$ cat src/rtl/tocb_pkg.sv
// constants for the timing output configuration bank
package tocb_pkg;
    // register index values as printed; byte address is four times the index
    localparam logic [7:0] IDX_OUT6      = 8'h70;
    localparam logic [7:0] IDX_OUT7      = 8'h71;
    localparam logic [7:0] IDX_LINE      = 8'h72;
    localparam logic [7:0] IDX_AUX       = 8'h73;
    localparam logic [7:0] IDX_SYNC_OUT  = 8'h74;
    localparam logic [7:0] IDX_PHMON     = 8'h78;
    localparam logic [7:0] IDX_OFS_LO    = 8'h7A;
    localparam logic [7:0] IDX_OFS_HI    = 8'h7B;
    localparam logic [7:0] IDX_SYNC_MON  = 8'h7C;
    localparam logic [7:0] IDX_SYNC_PH   = 8'h7D;
    // reset values
    localparam logic [7:0] RST_OUT       = 8'h00;
    localparam logic [7:0] RST_LINE      = 8'h40;
    localparam logic [7:0] RST_AUX       = 8'h40;
    localparam logic [7:0] RST_SYNC_OUT  = 8'h60;
    localparam logic [7:0] RST_PHMON     = 8'h00;
    localparam logic [7:0] RST_OFS_LO    = 8'h00;
    localparam logic [7:0] RST_OFS_HI    = 8'h00;
    localparam logic [7:0] RST_SYNC_MON  = 8'h6B;
    localparam logic [7:0] RST_SYNC_PH   = 8'h00;
    // writable bit masks, reserved bits read zero
    localparam logic [7:0] MSK_PHMON     = 8'hBF;
    localparam logic [7:0] MSK_OFS_HI    = 8'h83;
    localparam logic [7:0] MSK_SYNC_MON  = 8'h7F;
    localparam logic [7:0] MSK_SYNC_PH   = 8'h03;
    // field positions
    localparam int SRC_HI = 7;
    localparam int SRC_LO = 4;
    localparam int DIV_HI = 3;
    localparam int B_PATH = 7;
    localparam int B_EN   = 6;
    localparam int B_GATE = 5;
    localparam int B_DUTY = 4;
    localparam int B_COMP = 3;
    localparam int B_EXT_INV  = 7;
    localparam int B_FS_EN    = 6;
    localparam int B_MFS_EN   = 5;
    localparam int B_EDGE     = 4;
    localparam int B_FS_INV   = 3;
    localparam int B_FS_PUL   = 2;
    localparam int B_MFS_INV  = 1;
    localparam int B_MFS_PUL  = 0;
    localparam int B_NOISE    = 7;
    localparam int B_MON_EN   = 5;
    localparam int B_PBO_EN   = 4;
    localparam int B_OFS_EN   = 7;
    // source selector groups
    localparam logic [1:0] GRP_PRI_ANA = 2'h0;
    localparam logic [1:0] GRP_PRI_DIG = 2'h1;
    localparam logic [1:0] GRP_SEC_ANA = 2'h2;
    localparam logic [1:0] GRP_SEC_DIG = 2'h3;
    // transient limit: (code + 7) * 156 ns; code 15 gives 3432, so 12 bits are needed
    localparam logic [11:0] LIM_BIAS = 12'h007;
    localparam logic [11:0] LIM_STEP = 12'h09C;
    // transient window: 0.1 s at 200 MHz
    localparam int CLK_MHZ    = 200;
    localparam int WINDOW_MS  = 100;
    localparam int WINDOW_CYC = WINDOW_MS * 1000 * CLK_MHZ;
    // axi responses
    localparam logic [1:0] RESP_OKAY   = 2'h0;
    localparam logic [1:0] RESP_SLVERR = 2'h2;
endpackage

$ cat src/rtl/tocb_bank.sv
// configuration register bank with output shaping and transient monitor
`timescale 1ns/1ps
`default_nettype none
module tocb_bank #(
    parameter int WINDOW_CYCLES = tocb_pkg::WINDOW_CYC
) (
    input  wire logic        clk_in,
    input  wire logic        rst_in,
    // axi4-lite slave
    input  wire logic [9:0]  s_axi_awaddr_in,
    input  wire logic        s_axi_awvalid_in,
    output logic             s_axi_awready_out,
    input  wire logic [31:0] s_axi_wdata_in,
    input  wire logic [3:0]  s_axi_wstrb_in,
    input  wire logic        s_axi_wvalid_in,
    output logic             s_axi_wready_out,
    output logic [1:0]       s_axi_bresp_out,
    output logic             s_axi_bvalid_out,
    input  wire logic        s_axi_bready_in,
    input  wire logic [9:0]  s_axi_araddr_in,
    input  wire logic        s_axi_arvalid_in,
    output logic             s_axi_arready_out,
    output logic [31:0]      s_axi_rdata_out,
    output logic [1:0]       s_axi_rresp_out,
    output logic             s_axi_rvalid_out,
    input  wire logic        s_axi_rready_in,
    // loop clock sources, same clock domain as the bank
    input  wire logic [3:0]  pri_ana_clk_in,
    input  wire logic [3:0]  pri_dig_clk_in,
    input  wire logic [3:0]  sec_ana_clk_in,
    input  wire logic [3:0]  sec_dig_clk_in,
    input  wire logic [4:0]  out_one_to_five_raw_in,
    input  wire logic        line_composite_in,
    input  wire logic        line_composite_400_in,
    input  wire logic        line_duty_58_in,
    input  wire logic        frame_sync_raw_in,
    input  wire logic        frame_sync_pulse_in,
    input  wire logic        frame_sync_pulse_rise_in,
    input  wire logic        multiframe_sync_raw_in,
    input  wire logic        multiframe_sync_pulse_in,
    input  wire logic        multiframe_sync_pulse_rise_in,
    input  wire logic        sec_input_invalid_in,
    input  wire logic        external_sync_input_in,
    input  wire logic        phase_step_valid_in,
    input  wire logic [15:0] phase_step_ns_in,
    // shaped outputs
    output logic             out_six_out,
    output logic             out_seven_out,
    output logic             line_out_out,
    output logic             aux_out_out,
    output logic [4:0]       out_one_to_five_out,
    output logic             frame_sync_out_pin_out,
    output logic             multiframe_sync_out_pin_out,
    output logic             external_sync_out,
    output logic [3:0]       out_six_division_factor_out,
    output logic [3:0]       out_seven_division_factor_out,
    output logic             noise_window_allow_out,
    output logic [9:0]       io_phase_offset_value_out,
    output logic             io_phase_offset_enable_out,
    output logic [2:0]       sync_alarm_limit_out,
    output logic [1:0]       sync_sampling_phase_out,
    output logic [11:0]      transient_limit_ns_out,
    output logic             phase_build_out_out
);
    // register storage
    logic [7:0] out6_q, out7_q, line_q, aux_q, sync_q, phmon_q;
    logic [7:0] ofs_lo_q, ofs_hi_q, smon_q, sph_q;
    // axi write side holding slots
    logic        aw_hold_q, w_hold_q;
    logic [7:0]  aw_idx_q;
    logic [7:0]  wdata_q;
    logic        wstrb0_q;
    logic        bvalid_q;
    logic [1:0]  bresp_q;
    logic        rvalid_q;
    logic [31:0] rdata_q;
    logic [1:0]  rresp_q;
    logic        wr_go;
    logic        hit_w;
    logic [7:0]  rd_idx;
    logic [7:0]  rd_val;
    logic        rd_hit;

    // accept address and data independently, one write at a time
    assign s_axi_awready_out = !aw_hold_q && !bvalid_q;
    assign s_axi_wready_out  = !w_hold_q && !bvalid_q;
    assign wr_go             = aw_hold_q && w_hold_q && !bvalid_q;
    assign s_axi_bvalid_out  = bvalid_q;
    assign s_axi_bresp_out   = bresp_q;

    // decode of the held write address
    always_comb begin
        case (aw_idx_q)
            tocb_pkg::IDX_OUT6, tocb_pkg::IDX_OUT7, tocb_pkg::IDX_LINE, tocb_pkg::IDX_AUX,
            tocb_pkg::IDX_SYNC_OUT, tocb_pkg::IDX_PHMON, tocb_pkg::IDX_OFS_LO,
            tocb_pkg::IDX_OFS_HI, tocb_pkg::IDX_SYNC_MON, tocb_pkg::IDX_SYNC_PH: hit_w = 1'b1;
            default: hit_w = 1'b0;
        endcase
    end

    // write channel capture and response
    always_ff @(posedge clk_in) begin
        if (rst_in) begin
            aw_hold_q <= 1'b0;
            w_hold_q  <= 1'b0;
            aw_idx_q  <= 8'h00;
            wdata_q   <= 8'h00;
            wstrb0_q  <= 1'b0;
            bvalid_q  <= 1'b0;
            bresp_q   <= tocb_pkg::RESP_OKAY;
        end else begin
            if (s_axi_awvalid_in && s_axi_awready_out) begin
                aw_hold_q <= 1'b1;
                aw_idx_q  <= s_axi_awaddr_in[9:2];
            end
            if (s_axi_wvalid_in && s_axi_wready_out) begin
                w_hold_q <= 1'b1;
                wdata_q  <= s_axi_wdata_in[7:0];
                wstrb0_q <= s_axi_wstrb_in[0];
            end
            if (wr_go) begin
                aw_hold_q <= 1'b0;
                w_hold_q  <= 1'b0;
                bvalid_q  <= 1'b1;
                bresp_q   <= hit_w ? tocb_pkg::RESP_OKAY : tocb_pkg::RESP_SLVERR;
            end else if (bvalid_q && s_axi_bready_in) begin
                bvalid_q <= 1'b0;
            end
        end
    end

    // register updates; only byte lane 0 carries data, reserved bits masked
    always_ff @(posedge clk_in) begin
        if (rst_in) begin
            out6_q   <= tocb_pkg::RST_OUT;
            out7_q   <= tocb_pkg::RST_OUT;
            line_q   <= tocb_pkg::RST_LINE;
            aux_q    <= tocb_pkg::RST_AUX;
            sync_q   <= tocb_pkg::RST_SYNC_OUT;
            phmon_q  <= tocb_pkg::RST_PHMON;
            ofs_lo_q <= tocb_pkg::RST_OFS_LO;
            ofs_hi_q <= tocb_pkg::RST_OFS_HI;
            smon_q   <= tocb_pkg::RST_SYNC_MON;
            sph_q    <= tocb_pkg::RST_SYNC_PH;
        end else if (wr_go && wstrb0_q) begin
            // new value steers logic from the next cycle on
            case (aw_idx_q)
                tocb_pkg::IDX_OUT6:     out6_q   <= wdata_q;
                tocb_pkg::IDX_OUT7:     out7_q   <= wdata_q;
                tocb_pkg::IDX_LINE:     line_q   <= wdata_q;
                tocb_pkg::IDX_AUX:      aux_q    <= wdata_q;
                tocb_pkg::IDX_SYNC_OUT: sync_q   <= wdata_q;
                tocb_pkg::IDX_PHMON:    phmon_q  <= wdata_q & tocb_pkg::MSK_PHMON;
                tocb_pkg::IDX_OFS_LO:   ofs_lo_q <= wdata_q;
                tocb_pkg::IDX_OFS_HI:   ofs_hi_q <= wdata_q & tocb_pkg::MSK_OFS_HI;
                // low nibble kept as written; software owns the fixed pattern
                tocb_pkg::IDX_SYNC_MON: smon_q   <= wdata_q & tocb_pkg::MSK_SYNC_MON;
                tocb_pkg::IDX_SYNC_PH:  sph_q    <= wdata_q & tocb_pkg::MSK_SYNC_PH;
                default:                ;
            endcase
        end
    end

    // read mux; unmapped indices read zero with an error response
    assign rd_idx = s_axi_araddr_in[9:2];
    always_comb begin
        rd_hit = 1'b1;
        case (rd_idx)
            tocb_pkg::IDX_OUT6:     rd_val = out6_q;
            tocb_pkg::IDX_OUT7:     rd_val = out7_q;
            tocb_pkg::IDX_LINE:     rd_val = line_q;
            tocb_pkg::IDX_AUX:      rd_val = aux_q;
            tocb_pkg::IDX_SYNC_OUT: rd_val = sync_q;
            tocb_pkg::IDX_PHMON:    rd_val = phmon_q;
            tocb_pkg::IDX_OFS_LO:   rd_val = ofs_lo_q;
            tocb_pkg::IDX_OFS_HI:   rd_val = ofs_hi_q;
            tocb_pkg::IDX_SYNC_MON: rd_val = smon_q;
            tocb_pkg::IDX_SYNC_PH:  rd_val = sph_q;
            default: begin
                rd_val = 8'h00;
                rd_hit = 1'b0;
            end
        endcase
    end

    // read channel: one read at a time, answer one cycle after address
    assign s_axi_arready_out = !rvalid_q;
    assign s_axi_rvalid_out  = rvalid_q;
    assign s_axi_rdata_out   = rdata_q;
    assign s_axi_rresp_out   = rresp_q;
    always_ff @(posedge clk_in) begin
        if (rst_in) begin
            rvalid_q <= 1'b0;
            rdata_q  <= 32'h0000_0000;
            rresp_q  <= tocb_pkg::RESP_OKAY;
        end else if (s_axi_arvalid_in && !rvalid_q) begin
            rvalid_q <= 1'b1;
            rdata_q  <= {24'h00_0000, rd_val}; // upper bits zero
            rresp_q  <= rd_hit ? tocb_pkg::RESP_OKAY : tocb_pkg::RESP_SLVERR;
        end else if (rvalid_q && s_axi_rready_in) begin
            rvalid_q <= 1'b0;
        end
    end

    // source selector: upper two bits pick group, lower two the path
    function automatic logic pick_src(input logic [3:0] sel, input logic [3:0] pa,
                                      input logic [3:0] pd, input logic [3:0] sa,
                                      input logic [3:0] sd);
        logic r;
        r = 1'b0;
        case (sel[3:2])
            tocb_pkg::GRP_PRI_ANA: r = pa[sel[1:0]];
            tocb_pkg::GRP_PRI_DIG: r = pd[sel[1:0]];
            tocb_pkg::GRP_SEC_ANA: r = sa[sel[1:0]];
            tocb_pkg::GRP_SEC_DIG: r = sd[sel[1:0]];
            default:               r = 1'b0;
        endcase
        return r;
    endfunction

    // external sync input: three-stage synchroniser, change on stage agreement
    logic [2:0] ext_sync_q;
    logic       ext_level_q;
    always_ff @(posedge clk_in) begin
        if (rst_in) begin
            ext_sync_q  <= 3'h0;
            ext_level_q <= 1'b0;
        end else begin
            ext_sync_q <= {ext_sync_q[1:0], external_sync_input_in};
            if (ext_sync_q[2] == ext_sync_q[1]) begin
                ext_level_q <= ext_sync_q[2];
            end
        end
    end

    // secondary-input failure is invalidity only; switchovers do not count
    logic sec_fail;
    assign sec_fail = sec_input_invalid_in;

    // output shaping, all registered
    logic line_src, aux_src, line_wave, line_run, aux_run;
    logic fs_wave, mfs_wave;
    assign line_src  = line_q[tocb_pkg::B_PATH] ? pri_dig_clk_in[0] : sec_dig_clk_in[0];
    assign aux_src   = aux_q[tocb_pkg::B_PATH] ? pri_dig_clk_in[2] : sec_dig_clk_in[2];
    // composite choice, then duty choice on top of the selected loop tick
    assign line_wave = line_src & (line_q[tocb_pkg::B_COMP] ? line_composite_400_in : line_composite_in)
                       & (line_q[tocb_pkg::B_DUTY] ? line_duty_58_in : 1'b1);
    assign line_run  = line_q[tocb_pkg::B_EN] && !(line_q[tocb_pkg::B_GATE] && sec_fail);
    assign aux_run   = aux_q[tocb_pkg::B_EN] && !(aux_q[tocb_pkg::B_GATE] && sec_fail);
    // pulse or square wave, pulse edge chosen by one shared bit
    assign fs_wave   = !sync_q[tocb_pkg::B_FS_PUL] ? frame_sync_raw_in :
                       (sync_q[tocb_pkg::B_EDGE] ? frame_sync_pulse_rise_in : frame_sync_pulse_in);
    assign mfs_wave  = !sync_q[tocb_pkg::B_MFS_PUL] ? multiframe_sync_raw_in :
                       (sync_q[tocb_pkg::B_EDGE] ? multiframe_sync_pulse_rise_in : multiframe_sync_pulse_in);

    // registered output stage; invert applies before gating, so gated and held-low outputs stay low
    always_ff @(posedge clk_in) begin
        if (rst_in) begin
            out_six_out                 <= 1'b0;
            out_seven_out               <= 1'b0;
            line_out_out                <= 1'b0;
            aux_out_out                 <= 1'b0;
            out_one_to_five_out         <= 5'h00;
            frame_sync_out_pin_out      <= 1'b0;
            multiframe_sync_out_pin_out <= 1'b0;
            external_sync_out           <= 1'b0;
        end else begin
            out_six_out   <= pick_src(out6_q[tocb_pkg::SRC_HI:tocb_pkg::SRC_LO], pri_ana_clk_in,
                             pri_dig_clk_in, sec_ana_clk_in, sec_dig_clk_in) ^ line_q[0];
            out_seven_out <= pick_src(out7_q[tocb_pkg::SRC_HI:tocb_pkg::SRC_LO], pri_ana_clk_in,
                             pri_dig_clk_in, sec_ana_clk_in, sec_dig_clk_in) ^ line_q[1];
            line_out_out  <= line_run & line_wave;
            aux_out_out   <= aux_run & (aux_src ^ line_q[2]);
            out_one_to_five_out <= out_one_to_five_raw_in ^ aux_q[4:0];
            frame_sync_out_pin_out <= sync_q[tocb_pkg::B_FS_EN] &
                                      (fs_wave ^ sync_q[tocb_pkg::B_FS_INV]);
            multiframe_sync_out_pin_out <= sync_q[tocb_pkg::B_MFS_EN] &
                                           (mfs_wave ^ sync_q[tocb_pkg::B_MFS_INV]);
            external_sync_out <= ext_level_q ^ sync_q[tocb_pkg::B_EXT_INV];
        end
    end

    // configuration fields driven straight from storage; transient limit computed from its code
    assign out_six_division_factor_out   = out6_q[tocb_pkg::DIV_HI:0];
    assign out_seven_division_factor_out = out7_q[tocb_pkg::DIV_HI:0];
    assign noise_window_allow_out        = phmon_q[tocb_pkg::B_NOISE];
    assign io_phase_offset_value_out     = {ofs_hi_q[1:0], ofs_lo_q};
    assign io_phase_offset_enable_out    = ofs_hi_q[tocb_pkg::B_OFS_EN];
    assign sync_alarm_limit_out          = smon_q[6:4];
    assign sync_sampling_phase_out       = sph_q[1:0];
    assign transient_limit_ns_out = 12'((12'(phmon_q[3:0]) + tocb_pkg::LIM_BIAS) * tocb_pkg::LIM_STEP);

    // transient monitor: accumulate step sizes inside a 0.1 s window
    logic [31:0] win_cnt_q;
    logic [16:0] acc_q;
    logic        mon_on;
    assign mon_on = phmon_q[tocb_pkg::B_MON_EN];
    always_ff @(posedge clk_in) begin
        if (rst_in || !mon_on || win_cnt_q == 32'(WINDOW_CYCLES - 1)) begin
            win_cnt_q <= 32'h0000_0000;
            acc_q     <= 17'h0_0000;
        end else begin
            win_cnt_q <= win_cnt_q + 32'h0000_0001;
            if (phase_step_valid_in && !acc_q[16]) begin
                acc_q <= acc_q + {1'b0, phase_step_ns_in};
            end
        end
    end

    // one-cycle build-out event when accumulated change passes the limit
    logic over_q;
    logic over_now;
    assign over_now = mon_on && (acc_q > {5'h00, transient_limit_ns_out});
    always_ff @(posedge clk_in) begin
        if (rst_in) begin
            over_q              <= 1'b0;
            phase_build_out_out <= 1'b0;
        end else begin
            over_q              <= over_now;
            phase_build_out_out <= over_now && !over_q && phmon_q[tocb_pkg::B_PBO_EN];
        end
    end

    // checks
    held_low_line_a: assert property (@(posedge clk_in) disable iff (rst_in)
        !line_q[tocb_pkg::B_EN] |=> !line_out_out) else $error("line output not held low");
    gate_aux_a: assert property (@(posedge clk_in) disable iff (rst_in)
        aux_q[tocb_pkg::B_GATE] && sec_fail |=> !aux_out_out) else $error("aux not gated on fail");
    frame_off_a: assert property (@(posedge clk_in) disable iff (rst_in)
        !sync_q[tocb_pkg::B_FS_EN] |=> !frame_sync_out_pin_out) else $error("frame sync not low");
    mframe_off_a: assert property (@(posedge clk_in) disable iff (rst_in)
        !sync_q[tocb_pkg::B_MFS_EN] |=> !multiframe_sync_out_pin_out) else $error("multiframe not low");
    pbo_gate_a: assert property (@(posedge clk_in) disable iff (rst_in)
        phase_build_out_out |-> $past(phmon_q[tocb_pkg::B_PBO_EN]) && $past(mon_on))
        else $error("build-out without enables");
    limit_calc_a: assert property (@(posedge clk_in) disable iff (rst_in)
        phmon_q[3:0] == 4'h0 |-> transient_limit_ns_out == 12'h444) else $error("limit formula wrong");
    reserved_zero_a: assert property (@(posedge clk_in) disable iff (rst_in)
        (ofs_hi_q[6:2] == 5'h00) && (sph_q[7:2] == 6'h00) && !phmon_q[6]) else $error("reserved bit set");
    write_apply_a: assert property (@(posedge clk_in) disable iff (rst_in)
        wr_go && wstrb0_q && aw_idx_q == tocb_pkg::IDX_OUT6 |=> out6_q == $past(wdata_q))
        else $error("write not applied next cycle");
    out_six_invert_a: assert property (@(posedge clk_in) disable iff (rst_in)
        out6_q[7:4] == 4'h4 && $stable(out6_q) |=> out_six_out == ($past(pri_dig_clk_in[0]) ^ $past(line_q[0])))
        else $error("output six source or invert wrong");
    bresp_one_a: assert property (@(posedge clk_in) disable iff (rst_in)
        wr_go |=> s_axi_bvalid_out) else $error("no write response");
endmodule
`default_nettype wire

$ cat config.mk
export PLATFORM = sky130hd
export DESIGN_NAME = tocb_bank
export DESIGN_NICKNAME = d
export VERILOG_FILES = /design/src/rtl/tocb_pkg.sv /design/src/rtl/tocb_bank.sv
export SDC_FILE = /design/constraint.sdc
export NUM_CORES = 1
export LEC_CHECK = 0
export ABC_AREA = 1
export BUFFER_PORTS_ARGS = -buffer_cell sky130_fd_sc_hd__buf_2
export CORE_MARGIN = 8
export CORE_UTILIZATION = 45
export DETAILED_ROUTE_END_ITERATION = 10
export MAX_ROUTING_LAYER = met4
export PLACE_DENSITY = 0.73
export SLEW_MARGIN = 15
export SYNTH_ARGS = -nofsm -noshare
export SYNTH_HDL_FRONTEND = slang
export SYNTH_SLANG_ARGS = --single-unit
export TNS_END_PERCENT = 10
$ cat constraint.sdc
create_clock -name clk_in -period 11.5 [get_ports clk_in]
set_clock_uncertainty 0.2 [all_clocks]
set_input_delay 1.725 -clock clk_in [delete_from_list [all_inputs] [get_ports clk_in]]
set_output_delay 1.725 -clock clk_in [all_outputs]
set_load 0.01 [all_outputs]
==> results_dict.tcl <==
set metrics [dict create \
    status "completed" \
    grt_overflow 0 \
    slew_headroom_pct 33.8 \
    clk-insertion-delay-late_ns 0.44 \
    cts_buffers 17 \
    fin_crit_sh_pct 54.7 \
    tightestPinTransition_ns 0.990 \
    grtUsageMet3_pct 3.52 \
    synthesis.area_mm2 0.00956 \
    path_class "flop to output pin" \
    internal-power_w 0.000924 \
    ff2ff_path_depth 23 \
    pre_cts_ws_ns 5.66 \
    maxCapViolations 0 \
    cts_buffer_depth 2 \
    regArea_mm2 0.00330 \
    drive_above_1_share_pct 13.4 \
    clock-root-buffer "clkbuf_16" \
    path_delay_family "adder cells" \
    combPwrFrac_pct 7.0 \
    rrSetupSlack_ns 6.39 \
    worst_path_most_repeated_cell "inv_1" \
    holdPathStages 2 \
    postLayoutCellArea_mm2 0.0109 \
    grtUsageTotal_pct 21.0 \
    first_pass_iters 6 \
    worstSetupStartpointType "flop" \
    busiest_layer "met2" \
    grt_max_degree 84 \
    fin_tns_setup_ns 0 \
    fillers 2126 \
    floorplan.initialDensity_pct 45.6 \
    fin_nets 1674 \
    finalNonFillerCells 1798 \
    synth_area_leader_cell "dfxtp_1" \
    vias 9293 \
    slowest_delay_ns 0.53 \
    min_path_type "flop to flop" \
    hold_end "ext_sync_q[1]" \
    first_global_vias 8758 \
    post_cts.repair.setup_buffers 0 \
    rsz0062_at_grt "false" \
    die_area_mm2 0.0262 \
    slew_viol_final 0 \
    drt-vias-per-instance 5.17 \
    met2_usage_pct 33.3 \
    grt_pass1_wl_um 43500 \
    multi_input_area_mm2 0.00521 \
    final_util_pct 51.9 \
    routed_wl_um 27200 \
    die_y_um 162 \
    p_sw_w 0.000345 \
    gp_congestion 0.947 \
    critical_path_buf_inv_count 5 \
    postPlaceCellArea_mm2 0.0103 \
    r2r_end "phase_build_out_out" \
    ioPinCount 203 \
    min_period_ns 6.29 \
    cp.required_ns 9.58 \
    antenna_found_initial 0 \
    netlist_instances 1400 \
    finalHoldViolCount 0 \
    yosysSeqAreaShare_pct 34.5 \
    hpwl_um 20900 \
    setup-violations-final 0 \
    p_seq_share_pct 46.8 \
    ys_top_cells_by_area "dfxtp_1, nand2_1, inv_1" \
    p_sw_share_pct 27.2 \
    fmax_mhz 159 \
    critPathMaxFanout 7 \
    post_cts_resized 0 \
    arrival_ns 4.37 \
    antenna_cells 0 \
    p_clk_share_pct 46.2 \
    cts.sinks 165 \
    drt_iter0_drc 697 \
    synth_top_area_share_pct 34.5 \
    syn2layout_area_growth_pct 13.8 \
    ys_ff_latch 165 \
    powerDensity_mw_per_mm2 117 \
    p_leak_nw 4.99 \
    fp-row-count 53 \
    synth_warnings 0 \
    max-vdd-ir-drop_v 0.0000947 \
    worst_path_max_delay_cell "a21oi_1" \
    core-area_mm2 0.0210 \
    io_buffer_count 143 \
    clk_pin_slew_worst_paths_ns 0.08 \
    die_w_um 162 \
    dp_cells 1766 \
    crit_path_end_kind "output pin" \
    worstHoldStart "ext_sync_q[0]" \
    setup_slack_ns 5.21 \
    grt_util_met1_pct 26.9 \
    avgSynthCellArea_um2 6.83 \
    hold_buffers 0 \
    routedWlPerCell_um 15.1 \
    postRouteAntennaNets 0 \
    cts_tree "built" \
    r2r_start "phmon_q[0]" \
    drc_errors 0 \
    synth_cell_types 42 \
    cts_max_level 4 \
    path_cells "inv_1 > ha_1 > a21oi_1 > fa_1 > inv_1 > ha_1 > inv_1 > fa_1 > inv_1 > ha_1 > a21oi_1 > a21oi_1 > o21ai_0 > nand2_1 > xor2_1 > buf_2" \
]
cell usage after synthesis:
cell and instances:
o311ai_0 1, nor2_4 2, nand3_1 116, nor3_1 21, nand4_2 1, nor3b_1 2, nor2_2 2, o211ai_1 25
nor2_1 178, o21ai_0 85, ha_1 47, dfxtp_1 165, nand2_2 2, nor4b_1 1, a221oi_1 1, nand3_2 3
a21o_1 1, xnor2_1 17, inv_2 4, a21oi_1 119, fa_1 5, conb_1 1, buf_4 43, inv_1 178
nand4_1 13, o21ai_1 8, or2_0 2, o21bai_1 2, clkbuf_1 22, buf_2 13, buf_1 3, xor2_1 20
a211oi_1 10, nor3_4 2, nand3b_1 3, nor4_1 2, o22ai_1 1, nand2_1 266, or2_2 8, o21a_1 1
a31oi_1 3, and2_1 1
layer usage:
metal / vias to the layer above / routed length (µm)
met3: 36 / 2000
met4: 0 / 503
met2: 329 / 12400
met5: - / 0
met1: 4220 / 12300
li1: 4708 / -
cells by family after synthesis:
group	synth area share, %
AND/OR/NAND/NOR	28.1
other	0.0392
flip-flops	34.5
XOR/XNOR	3.39
buffers and inverters	12.2
adder cells (fa/ha/maj)	7.20
AO/OA/AOI/OAI	14.6
registers in the layout, indices dropped and copies added (netlist names), 2 cells and up:
name / count
out7_q: 8
out6_q: 8
phmon_q: 7
aux_q: 8
s_axi_rdata_out: 8
out_one_to_five_out: 5
ofs_hi_q: 3
ofs_lo_q: 8
acc_q: 17
wdata_q: 8
win_cnt_q: 32
ext_sync_q: 3
aw_idx_q: 8
sph_q: 2
line_q: 8
smon_q: 7
sync_q: 8
worst register-to-register path, delay by kind of cell (launching register included):
kind	cells	cell delay [ns]
buffers and inverters	5	0.40
AND/OR/NAND/NOR	5	0.48
AO/OA/AOI/OAI	6	1.19
XOR/XNOR	1	0.19
flip-flops	1	0.50
adder cells (fa/ha/maj)	6	2.03
how the worst max path moves through the flow:
stage	depth (start not counted)	end	slack [ns]	startpoint
2_1_floorplan	16	transient_limit_ns_out[10]	5.93	phmon_q[0]
3_3_place_gp	16	transient_limit_ns_out[10]	5.67	phmon_q[0]
3_5_place_dp	16	transient_limit_ns_out[10]	5.66	phmon_q[0]
4_1_cts	16	transient_limit_ns_out[10]	5.17	phmon_q[0]
5_1_grt	16	transient_limit_ns_out[10]	4.85	phmon_q[0]
6_report	16	transient_limit_ns_out[10]	5.21	phmon_q[0]
cell type report:
cell class	instances	share of cell area (%)
Clock buffer	17	3.91
Sequential cell	165	30.4
Tap cell	275	3.16
Multi-Input combinational cell	999	47.9
Clock inverter	15	1.72
Inverter	182	6.28
Timing Repair Buffer	145	6.71
through the flow:
step                      total power, W  hold slack (ns)
final                            0.00127            0.215
after global routing             0.00131            0.247
after CTS                        0.00127            0.216
after detailed placement        0.000694            0.205
after global placement          0.000692            0.199
after floorplan                 0.000664            0.188
placed cells by master, fill, tap and decap left out, types with 2 or more instances in the layout:
master,instances
clkbuf_16,17
nor2_2,2
o21bai_1,2
inv_1,177
buf_4,2
o211ai_1,25
nor3_1,21
clkinv_4,2
o21ai_0,85
xnor2_1,17
nand4_1,13
inv_2,5
a21oi_1,119
or2_2,8
nand2_1,265
a31oi_1,3
dfxtp_1,165
fa_1,5
buf_2,143
nand3_2,3
inv_6,2
nor3b_1,2
nor3_4,2
a211oi_1,10
nor2_4,3
inv_8,4
xor2_1,20
or2_0,2
nand3b_1,3
ha_1,47
nand2_2,3
o21ai_1,8
clkinv_8,4
conb_1,28
nor2_1,177
nor4_1,2
nand3_1,116
power by group through the flow:
stage | Combinational (W) | Sequential [W] | Clock [W]
finish | 0.0000890 | 0.000594 | 0.000586
global route | 0.000101 | 0.000594 | 0.000616
CTS | 0.0000882 | 0.000593 | 0.000593
detailed placement | 0.0000878 | 0.000606 | 0
global placement | 0.0000870 | 0.000605 | 0
floorplan | 0.0000625 | 0.000601 | 0
No activity file was read; power rests on OpenSTA's default activity.
